## src/logic/pwc_pkg.sv

```systemverilog
// Package for the chip power mode controller: states, targets, exit codes,
// the control bundle and timing constants. Assumes a single 125 MHz clock.
package pwc_pkg;

   // Clock rate and wakeup-reset pulse length
   localparam int unsigned PWC_CLK_MHZ = 125;
   localparam int unsigned PWC_WRST_TIME_NS = 1000;
   localparam int unsigned PWC_WRST_CYCLES = (PWC_WRST_TIME_NS * PWC_CLK_MHZ + 999) / 1000;
   localparam int unsigned PWC_WAKE_W_DEF = 8;

   ////////////////////////////////////////////////////////////////////////////
   typedef enum logic [3:0] {
      ST_RUN           = 4'h0,
      ST_WAIT          = 4'h1,
      ST_STOP          = 4'h2,
      ST_LP_RUN        = 4'h3,
      ST_LP_WAIT       = 4'h4,
      ST_LP_STOP       = 4'h5,
      ST_LEAK_STOP     = 4'h6,
      ST_DEEP_RAM_KEPT = 4'h7,
      ST_DEEP_RAM_OFF  = 4'h8,
      ST_DEEPEST       = 4'h9,
      ST_WAKE_RESET    = 4'ha
   } pwc_state_t;

   // Mode chosen by software for the next wait-for-interrupt
   typedef enum logic [2:0] {
      TGT_WAIT      = 3'h0,
      TGT_STOP      = 3'h1,
      TGT_LEAK      = 3'h2,
      TGT_RAM_KEPT  = 3'h3,
      TGT_RAM_OFF   = 3'h4,
      TGT_DEEPEST   = 3'h5
   } pwc_target_t;

   // Last low-power mode left
   typedef enum logic [2:0] {
      EX_NONE     = 3'h0,
      EX_WAIT     = 3'h1,
      EX_STOP     = 3'h2,
      EX_LEAK     = 3'h3,
      EX_RAM_KEPT = 3'h4,
      EX_RAM_OFF  = 3'h5,
      EX_DEEPEST  = 3'h6
   } pwc_exit_t;

   ////////////////////////////////////////////////////////////////////////////
   typedef struct packed {
      logic core_sleep;
      logic core_deep_sleep;
      logic periph_clk_en;
      logic reg_low_power;
      logic lvd_en;
      logic flash_slow;
      logic irc_fast_sel;
      logic nested_irq_controller_en;
      logic async_wakeup_controller_en;
      logic leakage_wakeup_unit_en;
      logic ram_pwr_en;
      logic lpo_en;
      logic bor_en;
      logic io_hold;
      logic tpm_uart_clk_en;
   } pwc_ctrl_t;

   localparam pwc_state_t PWC_STATE_RST = ST_RUN;
   localparam pwc_exit_t PWC_EXIT_RST = EX_NONE;

endpackage

```

## src/logic/pwc_power_mode_controller.sv

```systemverilog
// Chip power mode controller: run/wait/stop sequencing, wakeup and the
// wakeup reset flow. Assumes core, interrupt controller and clock gating
// logic on clk_sys; wakeup pins arrive asynchronously.
`timescale 1ns/1ns
`default_nettype none

module pwc_power_mode_controller #(
   parameter int unsigned WAKE_W = pwc_pkg::PWC_WAKE_W_DEF
) (
   // Clock and reset
   input wire logic clk_sys,
   input wire logic resetn,
   // Core side
   input wire logic wfi_exec,
   input wire pwc_pkg::pwc_target_t stop_target,
   input wire logic lp_run_req,
   input wire logic irq_pend,
   input wire logic leakage_wakeup_unit_flag_clr,
   // Options
   input wire logic tpm_src_en,
   input wire logic bor_opt_en,
   // Wakeup sources
   input wire logic [WAKE_W-1:0] wake_pin,
   input wire logic [WAKE_W-1:0] wake_en,
   // Status and controls
   output pwc_pkg::pwc_state_t state_r,
   output pwc_pkg::pwc_ctrl_t ctrl_r,
   output logic wake_reset_n_r,
   output logic leakage_wakeup_unit_flag_r,
   output pwc_pkg::pwc_exit_t last_exit_r
);
   import pwc_pkg::*;

   initial begin
      if (WAKE_W < 1 || WAKE_W > 32) begin
         $error("WAKE_W must be 1 to 32");
      end
   end

   ////////////////////////////////////////////////////////////////////////////
   // Controls as a function of mode
   function automatic pwc_ctrl_t ctrl_of(input pwc_state_t st, input logic tpm_src, input logic bor_opt);
      pwc_ctrl_t c;
      c = '{core_sleep: 1'b0, core_deep_sleep: 1'b0, periph_clk_en: 1'b1, reg_low_power: 1'b0,
            lvd_en: 1'b1, flash_slow: 1'b0, irc_fast_sel: 1'b0, nested_irq_controller_en: 1'b1, async_wakeup_controller_en: 1'b0,
            leakage_wakeup_unit_en: 1'b0, ram_pwr_en: 1'b1, lpo_en: 1'b1, bor_en: 1'b1, io_hold: 1'b1,
            tpm_uart_clk_en: 1'b1};
      unique case (st)
         ST_RUN: begin
         end
         ST_WAIT: begin
            c.core_sleep = 1'b1;
         end
         ST_STOP: begin
            c.core_sleep = 1'b1;
            c.core_deep_sleep = 1'b1;
            c.periph_clk_en = 1'b0;
            c.nested_irq_controller_en = 1'b0;
            c.async_wakeup_controller_en = 1'b1;
            c.tpm_uart_clk_en = 1'b0;
         end
         ST_LP_RUN, ST_LP_WAIT: begin
            c.reg_low_power = 1'b1;
            c.lvd_en = 1'b0;
            c.flash_slow = 1'b1;
            c.irc_fast_sel = 1'b1;
            c.core_sleep = (st == ST_LP_WAIT);
         end
         ST_LP_STOP: begin
            c.core_sleep = 1'b1;
            c.core_deep_sleep = 1'b1;
            c.periph_clk_en = 1'b0;
            c.reg_low_power = 1'b1;
            c.lvd_en = 1'b0;
            c.flash_slow = 1'b1;
            c.nested_irq_controller_en = 1'b0;
            c.async_wakeup_controller_en = 1'b1;
            c.tpm_uart_clk_en = tpm_src;
         end
         ST_LEAK_STOP, ST_DEEP_RAM_KEPT, ST_DEEP_RAM_OFF, ST_DEEPEST: begin
            c.core_sleep = 1'b1;
            c.core_deep_sleep = 1'b1;
            c.periph_clk_en = 1'b0;
            c.reg_low_power = 1'b1;
            c.lvd_en = 1'b0;
            c.nested_irq_controller_en = 1'b0;
            c.leakage_wakeup_unit_en = 1'b1;
            c.tpm_uart_clk_en = 1'b0;
            c.ram_pwr_en = (st == ST_LEAK_STOP) || (st == ST_DEEP_RAM_KEPT);
            c.lpo_en = (st != ST_DEEPEST);
            c.bor_en = (st != ST_DEEPEST) || bor_opt;
         end
         ST_WAKE_RESET: begin
            c.periph_clk_en = 1'b0;
            c.nested_irq_controller_en = 1'b0;
            c.tpm_uart_clk_en = 1'b0;
         end
         default: begin
         end
      endcase
      c.io_hold = 1'b1;
      return c;
   endfunction

   ////////////////////////////////////////////////////////////////////////////
   // Wakeup pin synchroniser
   logic [WAKE_W-1:0] wake_s1_r;
   logic [WAKE_W-1:0] wake_s2_r;
   logic wake_hit;

   always_ff @(posedge clk_sys or negedge resetn) begin
      if (!resetn) begin
         wake_s1_r <= '0;
         wake_s2_r <= '0;
      end else begin
         wake_s1_r <= wake_pin;
         wake_s2_r <= wake_s1_r;
      end
   end

   assign wake_hit = |(wake_s2_r & wake_en);

   ////////////////////////////////////////////////////////////////////////////
   // Mode sequencing
   pwc_state_t state_nxt;
   logic [7:0] wrst_cnt_r;
   logic wrst_done;
   logic deep_state;

   assign wrst_done = (wrst_cnt_r == 8'h00);
   assign deep_state = (state_r == ST_DEEP_RAM_KEPT) || (state_r == ST_DEEP_RAM_OFF) ||
                       (state_r == ST_DEEPEST);

   function automatic pwc_state_t enter_of(input pwc_target_t t, input logic lp);
      pwc_state_t s;
      unique case (t)
         TGT_WAIT: s = lp ? ST_LP_WAIT : ST_WAIT;
         TGT_STOP: s = lp ? ST_LP_STOP : ST_STOP;
         TGT_LEAK: s = ST_LEAK_STOP;
         TGT_RAM_KEPT: s = ST_DEEP_RAM_KEPT;
         TGT_RAM_OFF: s = ST_DEEP_RAM_OFF;
         TGT_DEEPEST: s = ST_DEEPEST;
         // Undefined targets fall back to the lightest sleep
         default: s = lp ? ST_LP_WAIT : ST_WAIT;
      endcase
      return s;
   endfunction

   always_comb begin
      state_nxt = state_r;
      unique case (state_r)
         ST_RUN: begin
            if (wfi_exec) begin
               state_nxt = enter_of(stop_target, 1'b0);
            end else if (lp_run_req) begin
               state_nxt = ST_LP_RUN;
            end
         end
         ST_LP_RUN: begin
            if (wfi_exec) begin
               state_nxt = enter_of(stop_target, 1'b1);
            end else if (!lp_run_req) begin
               state_nxt = ST_RUN;
            end
         end
         ST_WAIT: begin
            if (irq_pend) begin
               state_nxt = ST_RUN;
            end
         end
         ST_LP_WAIT: begin
            if (irq_pend) begin
               state_nxt = ST_LP_RUN;
            end
         end
         ST_STOP: begin
            if (irq_pend || wake_hit) begin
               state_nxt = ST_RUN;
            end
         end
         ST_LP_STOP: begin
            if (irq_pend || wake_hit) begin
               state_nxt = ST_LP_RUN;
            end
         end
         ST_LEAK_STOP: begin
            if (wake_hit) begin
               state_nxt = ST_RUN;
            end
         end
         ST_DEEP_RAM_KEPT, ST_DEEP_RAM_OFF, ST_DEEPEST: begin
            if (wake_hit) begin
               state_nxt = ST_WAKE_RESET;
            end
         end
         ST_WAKE_RESET: begin
            if (wrst_done) begin
               state_nxt = ST_RUN;
            end
         end
         default: state_nxt = ST_RUN;
      endcase
   end

   always_ff @(posedge clk_sys or negedge resetn) begin
      if (!resetn) begin
         state_r <= PWC_STATE_RST;
      end else begin
         state_r <= state_nxt;
      end
   end

   always_ff @(posedge clk_sys or negedge resetn) begin
      if (!resetn) begin
         ctrl_r <= ctrl_of(PWC_STATE_RST, 1'b0, 1'b0);
      end else begin
         ctrl_r <= ctrl_of(state_nxt, tpm_src_en, bor_opt_en);
      end
   end

   ////////////////////////////////////////////////////////////////////////////
   // Wakeup reset pulse; the controller itself survives it so the record stays
   // reset pulse timing
   always_ff @(posedge clk_sys or negedge resetn) begin
      if (!resetn) begin
         wrst_cnt_r <= 8'h00;
         wake_reset_n_r <= 1'b1;
      end else begin
         if (deep_state && wake_hit) begin
            wrst_cnt_r <= 8'(PWC_WRST_CYCLES - 1);
         end else if (!wrst_done) begin
            wrst_cnt_r <= wrst_cnt_r - 8'h01;
         end
         wake_reset_n_r <= (state_nxt != ST_WAKE_RESET);
      end
   end

   // flag left set; set beats clear
   always_ff @(posedge clk_sys or negedge resetn) begin
      if (!resetn) begin
         leakage_wakeup_unit_flag_r <= 1'b0;
      end else if ((state_r == ST_LEAK_STOP || deep_state) && wake_hit) begin
         leakage_wakeup_unit_flag_r <= 1'b1;
      end else if (leakage_wakeup_unit_flag_clr) begin
         leakage_wakeup_unit_flag_r <= 1'b0;
      end
   end

   always_ff @(posedge clk_sys or negedge resetn) begin
      if (!resetn) begin
         last_exit_r <= PWC_EXIT_RST;
      end else if (state_nxt != state_r) begin
         unique case (state_r)
            ST_WAIT, ST_LP_WAIT: last_exit_r <= EX_WAIT;
            ST_STOP, ST_LP_STOP: last_exit_r <= EX_STOP;
            ST_LEAK_STOP: last_exit_r <= EX_LEAK;
            ST_DEEP_RAM_KEPT: last_exit_r <= EX_RAM_KEPT;
            ST_DEEP_RAM_OFF: last_exit_r <= EX_RAM_OFF;
            ST_DEEPEST: last_exit_r <= EX_DEEPEST;
            default: last_exit_r <= last_exit_r;
         endcase
      end
   end
endmodule

`default_nettype wire

```

## config.mk

```make
export PLATFORM = sky130hd
export DESIGN_NAME = pwc_power_mode_controller
export DESIGN_NICKNAME = d
export VERILOG_FILES = /design/src/logic/pwc_pkg.sv /design/src/logic/pwc_power_mode_controller.sv
export SDC_FILE = /design/constraint.sdc
export NUM_CORES = 1
export LEC_CHECK = 0
export BUFFER_PORTS_ARGS = -buffer_cell sky130_fd_sc_hd__buf_4
export CELL_PAD_IN_SITES_DETAIL_PLACEMENT = 0
export CELL_PAD_IN_SITES_GLOBAL_PLACEMENT = 1
export CORE_MARGIN = 3
export CORE_UTILIZATION = 35
export DETAILED_ROUTE_END_ITERATION = 8
export PLACE_DENSITY_LB_ADDON = 0.1
export SYNTH_ARGS = -nofsm -noshare
export SYNTH_HDL_FRONTEND = slang
export SYNTH_SLANG_ARGS = --single-unit
```

## constraint.sdc

```tcl
create_clock -name clk_sys -period 3.1 [get_ports clk_sys]
set_clock_uncertainty 0.2 [all_clocks]
set_input_delay 0.465 -clock clk_sys [delete_from_list [all_inputs] [get_ports clk_sys]]
set_output_delay 0.465 -clock clk_sys [all_outputs]
set_load 0.01 [all_outputs]
```

==> out/qor.yml <==
total_power_mw: 2.774
max_freq_ghz: 0.3629
synth_edf_count: 0
drcViolationCount: 0
finalNetCount: 326
rr_startpoint: "wake_s2_r[1]"
drtPass1Iterations: 4
place_congestion: 0.7889
ys_warn_count: 0
vias: 1971
root_buffer: "clkbuf_8"
max-vdd-ir-drop_mv: 0.4383
synth_common_cells: "dfrtp_1 (39), nand2_1 (23), a21oi_1 (22), nor2_1 (13), inv_1 (12)"
gr-total-overflow: 0
ant_nets: 0
die-area_um2: 8082
min_period_ps: 2756
drt-initial-drc-count: 47
numPortBuffers: 49
tightest_slew_ps: 558.2
num_rows: 29
synth_seq_cells: 46
status: "complete, no violations"
slew_headroom_pct: 62.79
setup_violations: 0
hpwlAfterDp_mm: 4.366
yosysUniqueCellTypes: 68
tns_ps: 0
synth_ff_type: "dfrtp_1"
synth.top_cells.by_area: "dfrtp_1 (40%), dfstp_2 (7.5%), a21oi_1 (4.5%), nand2_1 (3.5%), nor2_1 (2.0%)"
hp-class: "primary input to register"
finalHoldViolCount: 0
syn_nets: 273
routed_wl_mm: 5.767
drv_cap: 0
grt_max_degree: 47
start_util_pct: 37.51
die_h_um: 89.90
drive_gt1_share_pct: 32.32
yosysSeqAreaShare_pct: 47.08
cts_buffer_depth: 2
cp_max_fo: 10
numCtsBuffers: 5
clock_sinks: 46
drt-wirelength-per-cell_um: 14.79
fin_crit_sh_pct: 88.89
n_antenna_cell: 0
p_leak_nw: 1.342
netlist.area_leader.share_pct: 39.61
timing.final.max_slew_violations: 0
cts_tree: "yes"
required_ps: 3140
core-area_um2: 6568
antenna_found_initial: 0
grt_pass1_wl_mm: 9.901
pin_count: 51
end_kind: "register"
critPathKind: "register to register"
cts_htree_levels: 2
die_x_um: 89.90
syn_area_um2: 2464
startpoint_type: "register"
vias_per_cell: 5.054
crit_start: "wake_s2_r[1]"
post_cts_buffers: 0
syn_inst: 243
yosysMostFrequentCell: "dfrtp_1"
area_delta_synth_final_pct: 22.70
rsz0062_at_grt: "false"
grt_pass1_vias: 2024
cp.arrival_ps: 2800
synthArstFlopShare_pct: 100.0
grt_usage_pct: 15.08
path_clk_slew_ps: 100
min-delay-start: "wake_pin[6]"
avgSynthCellArea_um2: 10.14
p_per_area_nw_per_um2: 917.7
clk_latency_ps: 310
synth_largest_area_cell: "dfrtp_1"
## cell families (layout without fill, tap and decap cells)
| group | count (synthesis) | after routing | synth area share, % |
|---|---|---|---|
| multiplexers | 4 | 4 | 1.676 |
| AND/OR/NAND/NOR | 82 | 82 | 18.79 |
| adder cells (fa/ha/maj) | 4 | 4 | 1.930 |
| buffers and inverters | 28 | 82 | 6.907 |
| XOR/XNOR | 6 | 6 | 2.133 |
| other | 1 | 1 | 0.1522 |
| flip-flops | 46 | 46 | 47.08 |
| AO/OA/AOI/OAI | 72 | 72 | 21.33 |
## report_power, final
| group | internal, mW | leakage, nW | total [mW] | switching (mW) |
|---|---|---|---|---|
| registers | 0.785 | 0.532 | 0.903 | 0.118 |
| logic | 0.684 | 0.763 | 1.47 | 0.788 |
| clock network | 0.167 | 0.0467 | 0.400 | 0.232 |
## worst max-delay path, cell delays in order, from the launching register on
cell and delay, ps:
dfrtp_1 390, a22o_4 290, o41ai_4 380, o221a_1 240
o22a_2 170, and2_4 220, inv_8 60, or3b_4 430
or3_1 310
## sequential cells by signal, summed over array words and instances (netlist names)
| register | flops |
|---|---|
| wake_reset_n_r | 1 |
| state_r | 4 |
| ctrl_r | 13 |
| wrst_cnt_r | 8 |
| last_exit_r | 3 |
| wake_s1_r | 8 |
| wake_s2_r | 8 |
| leakage_wakeup_unit_flag_r | 1 |
## placed cells by master, fill, tap and decap left out, types with 2 or more instances in the layout
master / count
xnor2_1: 4
a21boi_0: 2
dfrtp_1: 39
o21ai_0: 9
dfstp_2: 7
a211oi_1: 2
and2_1: 2
nand3_1: 7
nand3b_1: 2
nor2_1: 13
or4_1: 3
mux2i_1: 3
nand2b_1: 4
nand2_1: 23
nor3b_1: 2
clkbuf_8: 5
a21o_1: 3
a21oi_1: 22
xor2_1: 2
buf_4: 60
o22ai_1: 5
o21bai_1: 2
a31oi_1: 3
a22o_2: 3
inv_8: 2
inv_1: 12
a22oi_1: 2
o21a_1: 3
ha_1: 3
nor3_1: 4
nor2b_1: 3
or2_2: 2
nand4_1: 2
or3_1: 2
## final timing paths
check	endpoint	slack (ps)	depth (start not counted)
setup / recovery	ctrl_r[2]	340	8
hold / removal	wake_s1_r[6]	50	1
setup reg to reg	ctrl_r[2]	340	8
hold reg to reg	wake_s2_r[5]	160	0
max in group asynchronous	last_exit_r[1]	1830	2
min in group asynchronous	ctrl_r[11]	480	2
## cell type report
| cell class | instances | area, um^2 |
|---|---|---|
| clock buffers | 5 | 68.82 |
| fillers | 656 | 3545 |
| repair buffers | 61 | 460.4 |
| multi-input cells | 169 | 1134 |
| inverters | 13 | 56.30 |
| well taps | 93 | 116.4 |
| clock inverters | 3 | 27.53 |
| flip-flops and latches | 46 | 1160 |
## layer usage
metal / share of wire, % / GRT usage, %
met5: 0 / 0
met2: 49 / 25.56
met1: 45 / 19.05
met3: 4.9 / 3.589
met4: 1.5 / 4.719
## repair_timing
item,CTS,global route
hold buffers,1,0
resized for setup,0,0
hold endpoints to repair,39,0
setup endpoints to repair,0,0
## per-stage QoR
step                instance area [um^2]  utilization [%]  setup WS [ps]  std cells  hold WS [ps]
global placement                    2917            44.41          204.4        381         132.9
finish                              3023            46.03          344.5        390         54.17
CTS                                 3023            46.03          346.6        390         48.17
floorplan                           2464                -          295.2        243        -30.59
detailed placement                  2917            44.41          163.2        381         135.5
global route                        3023            46.03          176.6        390         35.37
(Power assumes the default switching activity.)
